[config.mk]
export PLATFORM = sky130hd
export DESIGN_NAME = dttd_top
export DESIGN_NICKNAME = d
export VERILOG_FILES = /design/src/verilog/dttd_pkg.sv /design/src/verilog/dttd_prescale.sv /design/src/verilog/dttd_filter.sv /design/src/verilog/dttd_top.sv
export SDC_FILE = /design/constraint.sdc
export NUM_CORES = 1
export LEC_CHECK = 0
export BUFFER_PORTS_ARGS = -buffer_cell sky130_fd_sc_hd__buf_4
export CAP_MARGIN = 20
export CELL_PAD_IN_SITES_DETAIL_PLACEMENT = 0
export CELL_PAD_IN_SITES_GLOBAL_PLACEMENT = 1
export CORE_UTILIZATION = 30
export CTS_CLUSTER_DIAMETER = 80
export DETAILED_ROUTE_END_ITERATION = 8
export PLACE_DENSITY = 0.62
export SKIP_LAST_GASP = 1
export SLEW_MARGIN = 15
export SYNTH_ARGS = -nofsm -noshare
export SYNTH_HDL_FRONTEND = slang
export SYNTH_SLANG_ARGS = --single-unit
[constraint.sdc]
create_clock -name clk -period 2.19 [get_ports clk]
set_input_delay 0.438 -clock clk [delete_from_list [all_inputs] [get_ports clk]]
set_output_delay 0.438 -clock clk [all_outputs]
set_load 0.005 [all_outputs]
[src/verilog/dttd_pkg.sv]
// Purpose: shared constants and carriers for the dual timer block
// Assumes: 32-bit AXI4-Lite, byte address is four times register index
// Notes: register index constants keep the printed offsets
package dttd_pkg;
    localparam int AXI_AW = 8;
    localparam logic [5:0] IDX_COMMON        = 6'h01;
    localparam logic [5:0] IDX_WIDE_CTL      = 6'h02;
    localparam logic [5:0] IDX_NARROW_CTL    = 6'h03;
    localparam logic [5:0] IDX_NARROW_RELOAD = 6'h04;
    localparam logic [5:0] IDX_WIDE_RELOAD   = 6'h05;
    localparam logic [5:0] IDX_CAPTURE       = 6'h06;
    localparam logic [1:0] RESP_OKAY   = 2'h0;
    localparam logic [1:0] RESP_SLVERR = 2'h2;
    // Common control fields
    localparam int COM_MODE  = 7;
    localparam int COM_SEL   = 6;
    localparam int COM_LOGIC = 4;
    localparam int COM_SUB   = 2;
    localparam int COM_INIT8 = 1;
    localparam int COM_INIT16 = 0;
    // Wide timer control fields
    localparam int WC_EN     = 7;
    localparam int WC_SINGLE = 6;
    localparam int WC_TOUT   = 5;
    localparam int WC_PRE    = 3;
    localparam int WC_CAPMSK = 2;
    localparam int WC_TOMSK  = 1;
    localparam int WC_PINOUT = 0;
    localparam int CAP_FLAG  = 16;
    localparam logic [7:0] COMMON_RST = 8'h00;
    localparam logic [7:0] WCTL_RST   = 8'h00;
    localparam logic [7:0] NCTL_RST   = 8'h00;
    localparam logic [7:0] WCTL_KEEP  = 8'h1C;
    localparam logic [1:0] SUB_NORMAL   = 2'h0;
    localparam logic [1:0] SUB_PINGPONG = 2'h1;
    localparam logic [1:0] SUB_FORCE_LO = 2'h2;
    localparam logic [1:0] SUB_FORCE_HI = 2'h3;
    localparam logic [1:0] EDGE_FALL = 2'h0;
    localparam logic [1:0] EDGE_RISE = 2'h1;
    localparam logic [1:0] EDGE_BOTH = 2'h2;
    localparam logic [1:0] LOGIC_AND = 2'h0;
    localparam logic [1:0] LOGIC_OR  = 2'h1;
    localparam logic [1:0] LOGIC_NOR = 2'h2;
    localparam logic [1:0] FILT_4 = 2'h1;
    localparam logic [1:0] FILT_8 = 2'h2;
    localparam logic [3:0] FILT_4_LEN = 4'h4;
    localparam logic [3:0] FILT_8_LEN = 4'h8;

    typedef struct packed {
        logic              awvalid;
        logic [AXI_AW-1:0] awaddr;
        logic              wvalid;
        logic [31:0]       wdata;
        logic [3:0]        wstrb;
        logic              bready;
        logic              arvalid;
        logic [AXI_AW-1:0] araddr;
        logic              rready;
    } dttd_axil_req_type;

    typedef struct packed {
        logic        awready;
        logic        wready;
        logic        bvalid;
        logic [1:0]  bresp;
        logic        arready;
        logic        rvalid;
        logic [31:0] rdata;
        logic [1:0]  rresp;
    } dttd_axil_rsp_type;

    typedef struct packed {
        logic [7:0]        common;
        logic [7:0]        wctl;
        logic [7:0]        nctl;
        logic [7:0]        nreload;
        logic [15:0]       wreload;
        logic [15:0]       capture;
        logic              capflag;
        logic [7:0]        ncount;
        logic [15:0]       wcount;
        logic              nout;
        logic              wout;
        logic              n_armed;
        logic              w_armed;
        logic              seen;
        logic              aw_have;
        logic [AXI_AW-1:0] awaddr;
        logic              w_have;
        logic [31:0]       wdata;
        logic [3:0]        wstrb;
        logic              bvalid;
        logic [1:0]        bresp;
        logic              rvalid;
        logic [31:0]       rdata;
        logic [1:0]        rresp;
    } dttd_core_type;

    typedef struct packed {
        logic       stable;
        logic [3:0] cnt;
        logic       rise;
        logic       fall;
    } dttd_filt_type;
endpackage

[src/verilog/dttd_prescale.sv]
// Purpose: count clock enable for the wide timer
// Assumes: sel 0..3 gives divide by 1, 2, 4, 8
// Notes: divider restarts while the timer is stopped
`timescale 1ns/10ps
module dttd_prescale
    import dttd_pkg::*;
#(
    parameter int DIV_BITS = 3
) (
    input  wire logic       clk,
    input  wire logic       rst_b,
    input  wire logic       run,
    input  wire logic [1:0] sel,
    output logic            tick
);
    if (DIV_BITS < 3) begin : g_chk
        $error("dttd_prescale: DIV_BITS below 3");
    end
    logic [DIV_BITS-1:0] cnt_q;
    logic [DIV_BITS-1:0] cnt_d;
    logic [DIV_BITS-1:0] mask;

    always_comb begin
        mask = DIV_BITS'((1 << sel) - 1);
        tick = run && ((cnt_q & mask) == mask);
        cnt_d = run ? DIV_BITS'(cnt_q + 1'b1) : '0;
    end

    always_ff @(posedge clk) begin
        if (!rst_b) begin
            cnt_q <= '0;
        end else begin
            cnt_q <= cnt_d;
        end
    end
endmodule // dttd_prescale

[src/verilog/dttd_filter.sv]
// Purpose: glitch filter and edge pulses for the demodulator input
// Assumes: input already synchronous to clk
// Notes: reserved length code behaves as no filter
`timescale 1ns/10ps
module dttd_filter
    import dttd_pkg::*;
#(
    parameter int MAX_LEN = 8
) (
    input  wire logic       clk,
    input  wire logic       rst_b,
    input  wire logic       raw,
    input  wire logic [1:0] len_sel,
    output logic            rise,
    output logic            fall
);
    if (MAX_LEN < 8 || MAX_LEN > 15) begin : g_chk
        $error("dttd_filter: MAX_LEN out of range");
    end
    dttd_filt_type s_q;
    dttd_filt_type s_d;
    logic [3:0]    need;

    always_comb begin
        s_d = s_q;
        s_d.rise = 1'b0;
        s_d.fall = 1'b0;
        unique case (len_sel)
            FILT_4:  need = FILT_4_LEN;
            FILT_8:  need = FILT_8_LEN;
            default: need = 4'h1;
        endcase
        if (raw == s_q.stable) begin
            s_d.cnt = 4'h0;
        end else if (s_q.cnt == 4'(need - 4'h1)) begin
            s_d.stable = raw;
            s_d.cnt = 4'h0;
            s_d.rise = raw;
            s_d.fall = !raw;
        end else begin
            s_d.cnt = 4'(s_q.cnt + 4'h1);
        end
    end

    always_ff @(posedge clk) begin
        if (!rst_b) begin
            s_q <= '0;
        end else begin
            s_q <= s_d;
        end
    end
    assign rise = s_q.rise;
    assign fall = s_q.fall;
endmodule // dttd_filter

[src/verilog/dttd_top.sv]
// Purpose: control of a narrow and a wide timer, transmit and demodulation
// Assumes: AXI4-Lite slave, 32-bit data, pins synchronous to clk
// Notes: one write and one read in flight; unmapped address gives SLVERR
//
// Decided for this implementation: register access over AXI4-Lite.
`timescale 1ns/10ps
module dttd_top
    import dttd_pkg::*;
(
    input  wire logic              clk,
    input  wire logic              rst_b,
    input  wire dttd_axil_req_type axil_req,
    output dttd_axil_rsp_type      axil_rsp,
    input  wire logic              stop_recover,
    input  wire logic              demod_input_pin_a,
    input  wire logic              demod_input_pin_b,
    input  wire logic              port_wide_data,
    input  wire logic              port_combined_data,
    output logic                   narrow_timer_output,
    output logic                   wide_timer_output,
    output logic                   wide_timer_pin,
    output logic                   combined_output_pin,
    output logic                   wide_timeout_irq,
    output logic                   capture_irq
);
    dttd_core_type s_q;
    dttd_core_type s_d;
    logic          tick;
    logic          rise_ev;
    logic          fall_ev;
    logic          demod;
    logic          sel_edge;
    logic [1:0]    sub;
    logic          n_term;
    logic          w_term;
    logic          nto_ev;
    logic          wto_ev;
    logic          cap_ev;
    logic          do_wr;
    logic [5:0]    wr_idx;
    logic          wr_ok;
    logic [31:0]   rd_data;
    logic          rd_ok;
    logic          combo;

    function automatic logic reg_known(input logic [AXI_AW-1:0] addr);
        logic [5:0] idx;
        idx = addr[7:2];
        reg_known = (addr[1:0] == 2'h0) &&
                    (idx >= IDX_COMMON) && (idx <= IDX_CAPTURE);
    endfunction

    dttd_prescale #(
        .DIV_BITS (3)
    ) u_prescale (
        .clk   (clk),
        .rst_b (rst_b),
        .run   (s_q.wctl[WC_EN]),
        .sel   (s_q.wctl[WC_PRE +: 2]),
        .tick  (tick)
    );

    dttd_filter #(
        .MAX_LEN (8)
    ) u_filter (
        .clk     (clk),
        .rst_b   (rst_b),
        .raw     (s_q.common[COM_SEL] ? demod_input_pin_b
                                      : demod_input_pin_a),
        .len_sel (s_q.common[COM_SUB +: 2]),
        .rise    (rise_ev),
        .fall    (fall_ev)
    );

    // Read mux
    always_comb begin
        rd_ok = reg_known(axil_req.araddr);
        rd_data = 32'h0000_0000;
        unique case (axil_req.araddr[7:2])
            IDX_COMMON:        rd_data[7:0] = s_q.common;
            IDX_WIDE_CTL:      rd_data[7:0] = s_q.wctl;
            IDX_NARROW_CTL:    rd_data[7:0] = s_q.nctl;
            IDX_NARROW_RELOAD: rd_data[7:0] = s_q.nreload;
            IDX_WIDE_RELOAD:   rd_data[15:0] = s_q.wreload;
            IDX_CAPTURE:       rd_data[16:0] = {s_q.capflag, s_q.capture};
            default:           rd_data = 32'h0000_0000;
        endcase
    end

    always_comb begin
        demod = s_q.common[COM_MODE];
        sub = s_q.common[COM_SUB +: 2];
        unique case (s_q.common[COM_LOGIC +: 2])
            EDGE_FALL: sel_edge = fall_ev;
            EDGE_RISE: sel_edge = rise_ev;
            EDGE_BOTH: sel_edge = rise_ev || fall_ev;
            default:   sel_edge = 1'b0;
        endcase
        wr_idx = s_q.awaddr[7:2];
        wr_ok = reg_known(s_q.awaddr);
        do_wr = s_q.aw_have && s_q.w_have && !s_q.bvalid;
    end

    always_comb begin
        s_d = s_q;
        n_term = 1'b0;
        w_term = 1'b0;
        nto_ev = 1'b0;
        wto_ev = 1'b0;
        cap_ev = 1'b0;
        // Bus channels
        if (!s_q.aw_have && axil_req.awvalid) begin
            s_d.aw_have = 1'b1;
            s_d.awaddr = axil_req.awaddr;
        end
        if (!s_q.w_have && axil_req.wvalid) begin
            s_d.w_have = 1'b1;
            s_d.wdata = axil_req.wdata;
            s_d.wstrb = axil_req.wstrb;
        end
        if (s_q.bvalid && axil_req.bready) begin
            s_d.bvalid = 1'b0;
        end
        if (s_q.rvalid && axil_req.rready) begin
            s_d.rvalid = 1'b0;
        end
        if (axil_req.arvalid && !s_q.rvalid) begin
            s_d.rvalid = 1'b1;
            s_d.rdata = rd_data;
            s_d.rresp = rd_ok ? RESP_OKAY : RESP_SLVERR;
        end
        // Narrow timer, system clock rate
        if (!s_q.nctl[WC_EN]) begin
            s_d.nout = !s_q.common[COM_INIT8];
            s_d.n_armed = 1'b0;
        end else if (!s_q.n_armed) begin
            s_d.nout = s_q.common[COM_INIT8];
            s_d.ncount = s_q.nreload;
            s_d.n_armed = 1'b1;
        end else if (s_q.ncount <= 8'h01) begin
            n_term = 1'b1;
            nto_ev = 1'b1;
            s_d.nout = !s_q.nout;
            s_d.ncount = s_q.nreload;
            if (s_q.nctl[WC_SINGLE]) begin
                s_d.nctl[WC_EN] = 1'b0;
            end
        end else begin
            s_d.ncount = 8'(s_q.ncount - 8'h01);
        end
        // Wide timer, prescaled rate
        if (!s_q.wctl[WC_EN]) begin
            s_d.wout = !s_q.common[COM_INIT16];
            s_d.w_armed = 1'b0;
        end else if (!s_q.w_armed) begin
            s_d.wout = s_q.common[COM_INIT16];
            s_d.wcount = s_q.wreload;
            s_d.w_armed = 1'b1;
            s_d.seen = 1'b0;
        end else begin
            if (tick) begin
                if (s_q.wcount <= 16'h0001) begin
                    w_term = 1'b1;
                    wto_ev = 1'b1;
                    s_d.wcount = s_q.wreload;
                    if (!demod) begin
                        s_d.wout = !s_q.wout;
                        if (s_q.wctl[WC_SINGLE]) begin
                            s_d.wctl[WC_EN] = 1'b0;
                        end
                    end
                end else begin
                    s_d.wcount = 16'(s_q.wcount - 16'h0001);
                end
            end
            if (demod && sel_edge && !(s_q.wctl[WC_SINGLE] && s_q.seen)) begin
                s_d.capture = 16'(s_q.wreload - s_q.wcount);
                s_d.wcount = s_q.wreload;
                s_d.seen = 1'b1;
                cap_ev = 1'b1;
            end
        end
        // Alternate the two timers, then apply forced wide levels
        if (!demod && sub == SUB_PINGPONG) begin
            if (n_term) begin
                s_d.nctl[WC_EN] = 1'b0;
                s_d.wctl[WC_EN] = 1'b1;
            end
            if (w_term) begin
                s_d.wctl[WC_EN] = 1'b0;
                s_d.nctl[WC_EN] = 1'b1;
            end
        end
        if (!demod && sub == SUB_FORCE_LO) begin
            s_d.wout = 1'b0;
        end else if (!demod && sub == SUB_FORCE_HI) begin
            s_d.wout = 1'b1;
        end
        // Register writes
        if (do_wr) begin
            s_d.aw_have = 1'b0;
            s_d.w_have = 1'b0;
            s_d.bvalid = 1'b1;
            s_d.bresp = wr_ok ? RESP_OKAY : RESP_SLVERR;
        end
        if (do_wr && wr_ok && s_q.wstrb[0]) begin
            unique case (wr_idx)
                IDX_COMMON: begin
                    s_d.common = s_q.wdata[7:0];
                    if (demod) begin
                        s_d.common[1:0] = s_q.common[1:0] &
                                          ~s_q.wdata[1:0];
                    end
                end
                IDX_WIDE_CTL: begin
                    s_d.wctl = s_q.wdata[7:0];
                    s_d.wctl[WC_TOUT] = s_q.wctl[WC_TOUT] &&
                                        !s_q.wdata[WC_TOUT];
                end
                IDX_NARROW_CTL: begin
                    s_d.nctl = {s_q.wdata[7:6],
                                s_q.nctl[WC_TOUT] && !s_q.wdata[WC_TOUT],
                                5'h00};
                end
                IDX_NARROW_RELOAD: s_d.nreload = s_q.wdata[7:0];
                IDX_WIDE_RELOAD: s_d.wreload[7:0] = s_q.wdata[7:0];
                default: ;
            endcase
        end
        if (do_wr && wr_ok && wr_idx == IDX_WIDE_RELOAD && s_q.wstrb[1]) begin
            s_d.wreload[15:8] = s_q.wdata[15:8];
        end
        if (do_wr && wr_ok && wr_idx == IDX_CAPTURE && s_q.wstrb[2] &&
            s_q.wdata[CAP_FLAG]) begin
            s_d.capflag = 1'b0;
        end
        if (stop_recover) begin
            s_d.common = COMMON_RST;
            s_d.nctl = NCTL_RST;
            s_d.wctl = (s_q.wctl & WCTL_KEEP) |
                       (WCTL_RST & ~WCTL_KEEP);
        end
        // Hardware sets win over clears
        if (demod) begin
            s_d.common[COM_INIT8] = s_d.common[COM_INIT8] ||
                                    rise_ev;
            s_d.common[COM_INIT16] = s_d.common[COM_INIT16] ||
                                     fall_ev;
        end
        s_d.wctl[WC_TOUT] = s_d.wctl[WC_TOUT] || wto_ev;
        s_d.nctl[WC_TOUT] = s_d.nctl[WC_TOUT] || nto_ev;
        s_d.capflag = s_d.capflag || cap_ev;
    end

    always_ff @(posedge clk) begin
        if (!rst_b) begin
            s_q <= '0;
        end else begin
            s_q <= s_d;
        end
    end

    // Pin and response outputs
    always_comb begin
        unique case (s_q.common[COM_LOGIC +: 2])
            LOGIC_AND: combo = s_q.nout && s_q.wout;
            LOGIC_OR:  combo = s_q.nout || s_q.wout;
            LOGIC_NOR: combo = !(s_q.nout || s_q.wout);
            default:   combo = !(s_q.nout && s_q.wout);
        endcase
        combined_output_pin = (!demod && s_q.common[COM_SEL]) ?
                              combo : port_combined_data;
        wide_timer_pin = s_q.wctl[WC_PINOUT] ?
                         s_q.wout : port_wide_data;
        narrow_timer_output = s_q.nout;
        wide_timer_output = s_q.wout;
        wide_timeout_irq = s_q.wctl[WC_TOUT] && s_q.wctl[WC_TOMSK];
        capture_irq = s_q.capflag && s_q.wctl[WC_CAPMSK];
        axil_rsp.awready = !s_q.aw_have;
        axil_rsp.wready = !s_q.w_have;
        axil_rsp.bvalid = s_q.bvalid;
        axil_rsp.bresp = s_q.bresp;
        axil_rsp.arready = !s_q.rvalid;
        axil_rsp.rvalid = s_q.rvalid;
        axil_rsp.rdata = s_q.rdata;
        axil_rsp.rresp = s_q.rresp;
    end
endmodule // dttd_top

# --- Word-level counts from Yosys, hierarchy flattened ---
# Index checks and enable logic that the tools add are counted.
totals:
  ff_bits: 152
  output_inout_bits: 47
classes:
  addsub: 7
  order_cmp: 6
  n_eq_ne: 26
  shifts: 1
  n_mux: 69
  bitwise: 7
  n_reduce_logical: 74
ops:
  columns: ["op", "count"]
  rows:
  - ["two-way mux 16 bit", 4]
  - ["case mux 8 bit (6 select lines)", 1]
  - ["two-way mux 1 bit", 46]
  - ["two-way mux 8 bit", 5]
  - ["equality test 6 x 3 -> 1 bit, second input constant", 6]
  - ["two-way mux 35 bit", 1]
  - ["logical AND 1 bit", 31]
  - ["two-way mux 26 bit", 1]
  - ["equality test 6 x 2 -> 1 bit, second input constant", 4]
  - ["two-way mux 18 bit", 1]
  - ["AND reduction 2 bit", 9]
  - ["<= comparator 16 x 1 -> 1 bit, second input constant", 1]
  - ["case mux 8 bit (2 select lines)", 1]
  - ["subtractor 16 x 1 -> 16 bit, second input constant", 1]
  - ["subtractor 16 bit", 1]
  - ["logical NOT 1 bit", 14]
  - ["equality test 6 x 1 -> 1 bit, second input constant", 2]
  - ["greater-or-equal comparator 6 x 1 -> 1 bit, second input constant", 2]
  - ["<= comparator 6 x 3 -> 1 bit, second input constant", 2]
  - ["two-way mux 2 bit", 5]
  - ["AND reduction 3 bit", 3]
  - ["<= comparator 8 x 1 -> 1 bit, second input constant", 1]
  - ["!= test 4 x 2 -> 1 bit, second input constant", 2]
  - ["case mux 4 bit (2 select lines)", 1]
  - ["26 further kinds", 45]

# --- Logic depth before layout (Yosys ltp) ---
# Gate-level depths: netlist of the first run.
logic_depth:
  ltp_word: 16
  depth_mapped: 10
  mapped_depth_nobuf: 9

# --- Modules after synthesis ---
# Synthesis of the first run repeated with hierarchy kept, for this count alone.
hier_totals:
  hier_cells: 951
  hier_area_um2: 7759.9
modules_own_cells:
  columns: ["module", "n_inst", "cells_per_inst", "area_each_um2"]
  rows:
  - ["dttd_top", 1, 904, 7274.5]
  - ["dttd_filter", 1, 33, 364.1]
  - ["dttd_prescale", 1, 14, 121.4]

# --- Least setup slack after synthesis of the first run ---
# No wires, ideal clock.
synth_path:
  kind: "reg-to-reg"
  from: "register s_q[92] (netlist bit)"
  to: "register s_q[126] (netlist bit)"
  setup_time_ns: 0.087
  arrival_time_ns: 1.866
  slack_ns: 0.237
  path_stages_with_launch: 9
  path_buffers: 0
  path_cell_list: "dfxtp_1 > inv_1 > ha_1 > o211ai_1 > a21oi_1 > o31ai_1 > nand2b_1 > o211a_1 > o31ai_1"
synth_via:
  elab_chain_len: 1
synth_lines:
  columns: ["item", "line_no", "text"]
  rows:
  - ["start: declaration", "dttd_top.sv:26", "dttd_core_type s_q;"]
  - ["start signal: assignment", "dttd_top.sv:257", "s_q <= '0;"]
  - ["start signal: assignment", "dttd_top.sv:259", "s_q <= s_d;"]
  - ["subtractor 16 bit", "dttd_top.sv:177", "s_d.capture = 16'(s_q.wreload - s_q.wcount);"]
# No other way between the ends.
# A chain may end at the register's enable or synchronous reset.

# --- Worst setup path after layout of the first run ---
# Ends and elaborated chain as after synthesis.

==> results.md, run 1 <==
* Final hold violations at 0
* Vias in the first global route at 6713
* Initial core utilization at ~30%
* Combinational Power Share at 5.8%
* Synth area leader: dfxtp_1
* Top FF cell, synth: dfxtp_1
* Postcts setup bufs at 0
* Worst path depth at 8
* Overflow after GRT at 0
* Number of top-level pins at 111
* Finish-stage setup viols at 0
* Flop pwr share at 46.1%
* Root buffer cell: clkbuf_16
* Crit path max-delay cell type: ha_1
* Htree depth at 4
* Post-synth top area share at 38.3%
* Min cycle time layout at between 2 and 2.5 ns
* Dpl ws at 0.0333 ns
* Status: finished clean
* Area contributors post-synth: dfxtp_1, mux2i_1, nand2_1, nor2_1, a21oi_1
* Worst VDD drop at 0.418 mV
* Rows at 58
* Clock sink count at 150
* Clock-pin slew on the worst setup and hold paths at 0.07 ns
* Final TNS setup at 0 ns
* EDFF count, synth at 0
* Top delay family on crit path: compound AO/OA/AOI/OAI gates
* CTS tree: built
* Hold path cells at 2
* RSZ-0062 raised after global routing: true
* Adder-cell share of the synthesized area at 4.25%
* Mux share of post-synthesis cell area at slightly above 7%
* Worst-margin pin slew at 0.762 ns
* Cell breakdown of the critical path: inv_1 > ha_1 > o211ai_1 > a21oi_4 > o31ai_2 > nand2b_1 > a311oi_1 > o31ai_1
* Net Sw Frac at 25.9%
* YS warnings at 0
* Max_cap viols at 0
* Internal power at around 0.0046 W
* Die Y at about 160 microns
* Die width at 164 microns
* Complex-gate fraction of the synthesized area at 19.3%
* FILL cells at between 2000 and 3000
* Clk Latency, worst-skew pair at 0.44 ns
* Worst slew margin at 49.2%
* Initial antenna violation count at 0
* Max Buffers Root-to-Sink at 2
* Mapped Cells at 960
* Avg WL per Cell at 16.2 microns
* CP peak stage delay at 0.36 ns
* Worst Reg-to-Reg Cells at 8
* Syn_area_per_cell at 8.16 sq um
* CP Max Fanout at 4
* Antenna viol nets, final at 0
* Startpoint types: flop
* Period Utilization, post-route at 95.6%
* Synth cell types at 67
* Cell Area, Synth at 7840 sq um
* Yosys reg bits at 150
* Hpwl dp at 17.2 mm
* Pre-Repair DR Iteration Count at 5
* Critical path class: flop to flop
* Total track usage at 17.8%
* XOR/XNOR Fraction of Synth Area at 1.68%
* NetSw at 0.00159 W
* Crit path buf inv count at 1
* Buffers on Ports at between 70 and 80
* Die area at approximately 27000 sq um
* Crit end category: flop
* Core area at 25400 sq um
* Highest Clock Rate at 478 MHz
* DRC violations left at 0
* Via count at 6980
* Slew Limit Fails at 0
* DR vias/cell at 4.98
* Nets at 1147
* Most numerous cell in the Yosys netlist: dfxtp_1
* Largest family of logic cells by synthesized area: simple AND/OR/NAND/NOR gates
* Power per standard cell area at 642 nW/um^2
* Post-synthesis simple-gate area fraction at 21.6%
* Routed WL at 22.7 mm
* Largest net degree at the start of global routing at 38
* DRT iter0 DRCs at between 400 and 500
* GPL Wtd Cong at 0.853
* Required time of the worst setup path at 2.51 ns
* Area Growth Syn to Fin at 22.4%
* Final Skew at 0.0114 ns
* Pleak at 3.94 nW
* CTS buffer count at 17
* Clock power frac at 48.0%
* Layout cells sized above 1 at between 20% and 30%
* Post-route setup slack at 0.0970 ns
* Post-synth top cells: dfxtp_1, nand2_1, nor2_1
* WP data arrival at approximately 2.4 ns
* Global-route wire length before repair at 36.7 mm
* Seq/Total Area, Yosys at a little under two fifths
* Final Power at around 0.0062 W
* Fraction of registers with async set/reset at 0%
* Hold Crit Class: input port to flop
==> registers in the layout (all words and copies together), names as in the netlist <==
| name | cells |
|---|---|
| demod | 1 |
| u_filter.rise | 1 |
| u_filter.s_q | 5 |
| u_filter.fall | 1 |
| wide_timer_output | 1 |
| s_q | 116 |
| u_prescale.cnt_q | 3 |
| axil_rsp | 21 |
| narrow_timer_output | 1 |
==> layout by cell type, fill, tap and decap left out, types with 5 or more instances in the layout <==
master,Yosys,routed
dfxtp_1,150,144
buf_4,38,142
nand2_1,113,113
nor2_1,112,111
a21oi_1,81,78
o21ai_0,64,63
mux2i_1,52,52
inv_1,38,37
nand3_1,32,31
ha_1,25,24
nor3_1,21,21
o211ai_1,19,19
conb_1,1,17
clkbuf_16,0,17
a221oi_1,16,16
nand2b_1,14,13
xnor2_1,12,12
nor2b_1,11,11
a211oi_1,8,8
and3_1,7,7
nor4_1,8,6
or3_1,6,6
inv_6,0,6
dfxtp_2,0,6
a31oi_1,5,5
o22ai_1,5,5
==> cell families (layout without fill, tap and decap cells) <==
family,count (synthesis),count (layout)
AND/OR/NAND/NOR,353,353
AO/OA/AOI/OAI,240,240
flip-flops,150,150
buffers and inverters,119,213
multiplexers,56,56
adder cells (fa/ha/maj),26,26
XOR/XNOR,15,15
other,1,18
==> cell type report <==
| type | count | area (sq um) | share of cell area (%) |
|---|---|---|---|
| inverters | 38 | 143 | 1.49 |
| clock inverters | 15 | 158 | 1.64 |
| diodes | 1 | 2.50 | 0.0261 |
| multi-input cells | 707 | 4360 | 45.4 |
| well taps | 330 | 413 | 4.30 |
| clock buffers | 17 | 425 | 4.43 |
| repair buffers | 143 | 1090 | 11.3 |
| flip-flops and latches | 150 | 3010 | 31.4 |
==> metrics by stage <==
step,hold slack (ns),utilization [%],cells,instance area [sq um]
after floorplan,0.426,-,976,7900
after global placement,0.441,35.2,1368,8940
after detailed placement,0.445,35.2,1368,8940
after CTS,0.169,37.5,1400,9520
after global routing,0.182,37.8,1400,9590
final,0.183,37.8,1401,9590
==> layer usage <==
metal  track usage, %  part of all wire [%]  routed length [microns]
met1             26.4                    51                    11700
met2             25.8                    42                     9570
met3             3.12                   5.2                     1190
met4             5.51                   1.4                      320
met5                0                     0                        0
==> worst register-to-register path: stages, from the launching register on <==
cell	delay (ns)
dfxtp_1	0.33
inv_1	0.05
ha_1	0.36
o211ai_1	0.32
a21oi_4	0.07
o31ai_2	0.28
nand2b_1	0.15
a311oi_1	0.31
o31ai_1	0.11
==> power groups by stage <==
stage                     logic [W]  clock network (W)  registers, W
final                      0.000360            0.00296       0.00284
after global routing       0.000404            0.00315       0.00285
after global placement     0.000362                  0       0.00290
after detailed placement   0.000364                  0       0.00290
after CTS                  0.000365            0.00304       0.00284
after floorplan            0.000234                  0       0.00288
==> repair_timing <==
action / 4_1_cts / 5_1_grt
resized for setup: 0 / 19
hold buffers: 0 / 0
endpoints found under the setup margin: 0 / 29
==> final timing paths <==
check        slack [ns]             startpoint                   endpoint
max reg2reg         0.1   s_q[92]$_SDFFE_PN0P_      s_q[126]$_SDFFE_PN0P_
min                0.18            axil_req[0]  axil_rsp[34]$_SDFFE_PN0P_
min reg2reg        0.45  s_q[116]$_SDFFE_PN0P_      s_q[116]$_SDFFE_PN0P_
max                 0.1   s_q[92]$_SDFFE_PN0P_      s_q[126]$_SDFFE_PN0P_
No activity file was read; power rests on OpenSTA's default activity.
==> run 2: changes to the inputs <==
--- a/config.mk
+++ b/config.mk
@@ -9,11 +9,11 @@
 export CAP_MARGIN = 20
 export CELL_PAD_IN_SITES_DETAIL_PLACEMENT = 0
 export CELL_PAD_IN_SITES_GLOBAL_PLACEMENT = 1
+export CORE_ASPECT_RATIO = 0.75
 export CORE_UTILIZATION = 30
 export CTS_CLUSTER_DIAMETER = 80
 export DETAILED_ROUTE_END_ITERATION = 8
 export PLACE_DENSITY = 0.62
-export SKIP_LAST_GASP = 1
 export SLEW_MARGIN = 15
 export SYNTH_ARGS = -nofsm -noshare
 export SYNTH_HDL_FRONTEND = slang
==> results.md, run 2 (synthesized netlist as in run 1, its figures left out) <==
* Highest Clock Rate at 474 MHz
* Critical path class: flop to flop
* Startpoint types: flop
* Postcts setup bufs at 0
* Reg with most FFs: s_q
* Net Sw Frac at 24.2%
* Die area at ~27000 sq um
* Dpl ws at 0.0662 ns
* Core area at 25300 sq um
* Clk Latency, worst-skew pair at between 0.4 and 0.5 ns
* DRC violations left at 0
* Rows at 50
* Max Buffers Root-to-Sink at 2
* FF-to-FF Start: s_q[96]$_SDFFE_PN0P_
* Post-route insts no fill at 1412
* CTS Hold Bufs at 0
* Placed cells at 1380
* GPL Wtd Cong at 0.865
* Clock power frac at 46.9%
* DRT iter0 DRCs at 439
* Final TNS setup at 0 ns
* NetSw at 0.00146 W
* Worst Reg-to-Reg Cells at 8
* Status: finished clean
* Global-route wire length before repair at 37.5 mm
* WP data arrival at 2.44 ns
* Die Y at 142 microns
* Antenna viol nets, final at 0
* Avg WL per Cell at 16.9 microns
* Final hold violations at 0
* CP Max Fanout at 6
* Layout cells sized above 1 at 20.2%
* Buffers on Ports at 77
* FILL cells at between 2000 and 3000
* Total track usage at 18.4%
* Worst slew margin at 46.7%
* Largest net degree at the start of global routing at 39
* Via count at 7009
* Die width at ~190 microns
* Resize count post-CTS at 0
* Critical Path Sink: s_q[129]$_SDFFE_PN0P_
* Most frequent cells in the layout: dfxtp_1, buf_4, nand2_1
* DR vias/cell at 4.96
* Pleak at just under 4 nW
* Initial antenna violation count at 1
* Pre-Repair DR Iteration Count at 5
* Clock sink count at 150
* Crit. Startpoint: s_q[96]$_SDFFE_PN0P_
* Post-route setup slack at 0.0783 ns
* Clock-pin slew on the worst setup and hold paths at 0.06 ns
* Power per standard cell area at approximately 630 nW/um^2
* Overflow after GRT at 0
* R2R Setup Slk at ~0.078 ns
* Finish-stage setup viols at 0
* Root buffer cell: clkbuf_16
* Vias in the first global route at 6365
* Worst VDD drop at about 0.56 mV
* Slew Limit Fails at 0
* Final Power at approximately 0.0060 W
* Combinational Power Share at 5.9%
* CTS tree: built
* Most common cell after layout, fill and taps aside: dfxtp_1
* RSZ-0062 raised after global routing: true
* Final Skew at ~0.0090 ns
* Worst-margin pin slew at just under 0.8 ns
* Routed WL at between 20 and 25 mm
* Nets at between 1000 and 1500
* Crit end category: flop
* Internal power at 0.00457 W
* Number of top-level pins at 111
* Period Utilization, post-route at 96.4%
* Hold Crit Class: input port to flop
* Worst R2R End: s_q[129]$_SDFFE_PN0P_
* Initial core utilization at 31.0%
* Hpwl dp at approximately 18 mm
* CTS buffer count at 17
* Min cycle time layout at 2.11 ns
* Largest register FFs at between 100 and 150
* Diodes inserted at 0
* Htree depth at 4
* Area Growth Syn to Fin at 22.3%
* Flop pwr share at 47.2%
* Max_cap viols at 0
* Required time of the worst setup path at around 2.5 ns
run 2: worst min path at each step:
stage	startpoint	end	depth (start not counted)
6_report	axil_req[0]	axil_rsp[34]$_SDFFE_PN0P_	2
5_1_grt	axil_req[0]	axil_rsp[34]$_SDFFE_PN0P_	2
4_1_cts	axil_req[0]	axil_rsp[34]$_SDFFE_PN0P_	2
3_5_place_dp	axil_rsp[9]$_SDFFE_PN0P_	axil_rsp[9]$_SDFFE_PN0P_	2
3_3_place_gp	axil_rsp[2]$_SDFFE_PN0P_	axil_rsp[2]$_SDFFE_PN0P_	2
2_1_floorplan	axil_rsp[2]$_SDFFE_PN0P_	axil_rsp[2]$_SDFFE_PN0P_	2
run 2: metal layers:
| layer | share of wire (%) | global-route usage (%) | vias up |
|---|---|---|---|
| met2 | 36 | 22.9 | 198 |
| met1 | 57 | 30.0 | 3239 |
| li1 | - | - | 3555 |
| met4 | 0.98 | 4.97 | 0 |
| met3 | 5.9 | 4.07 | 17 |
| met5 | 0 | 0 | - |
run 2: through the flow:
step | utilization (%) | cell area, sq um | hold WS (ns)
2_1_floorplan | - | 7900 | 0.426
3_3_place_gp | 35.5 | 8980 | 0.440
3_5_place_dp | 35.5 | 8980 | 0.444
4_1_cts | 37.7 | 9540 | 0.161
5_1_grt | 37.9 | 9580 | 0.176
6_report | 37.9 | 9580 | 0.182
run 2: worst max-delay path, cell delays in order (launching register included):
cell	delay (ns)
dfxtp_1	0.47
inv_1	0.12
ha_1	0.33
o211ai_1	0.09
nor2_1	0.19
o21ai_0	0.15
a21oi_1	0.21
mux2_2	0.35
o311ai_0	0.09
run 2: final cells by class:
type                       count  area (sq um)  area share (%)
timing repair buffer         147          1120            11.6
multi-input combinational    707          4330            45.2
sequential                   150          3010            31.4
clock inverter                12           104            1.08
clock buffer                  20           457            4.77
tap                          338           423            4.41
inverter                      38           143            1.49
run 2: power by group through the flow:
stage	sequential, W	clock, W	combinational (W)
2_1_floorplan	0.00288	0	0.000234
3_3_place_gp	0.00290	0	0.000362
3_5_place_dp	0.00290	0	0.000363
4_1_cts	0.00284	0.00289	0.000364
5_1_grt	0.00285	0.00301	0.000399
6_report	0.00284	0.00282	0.000359
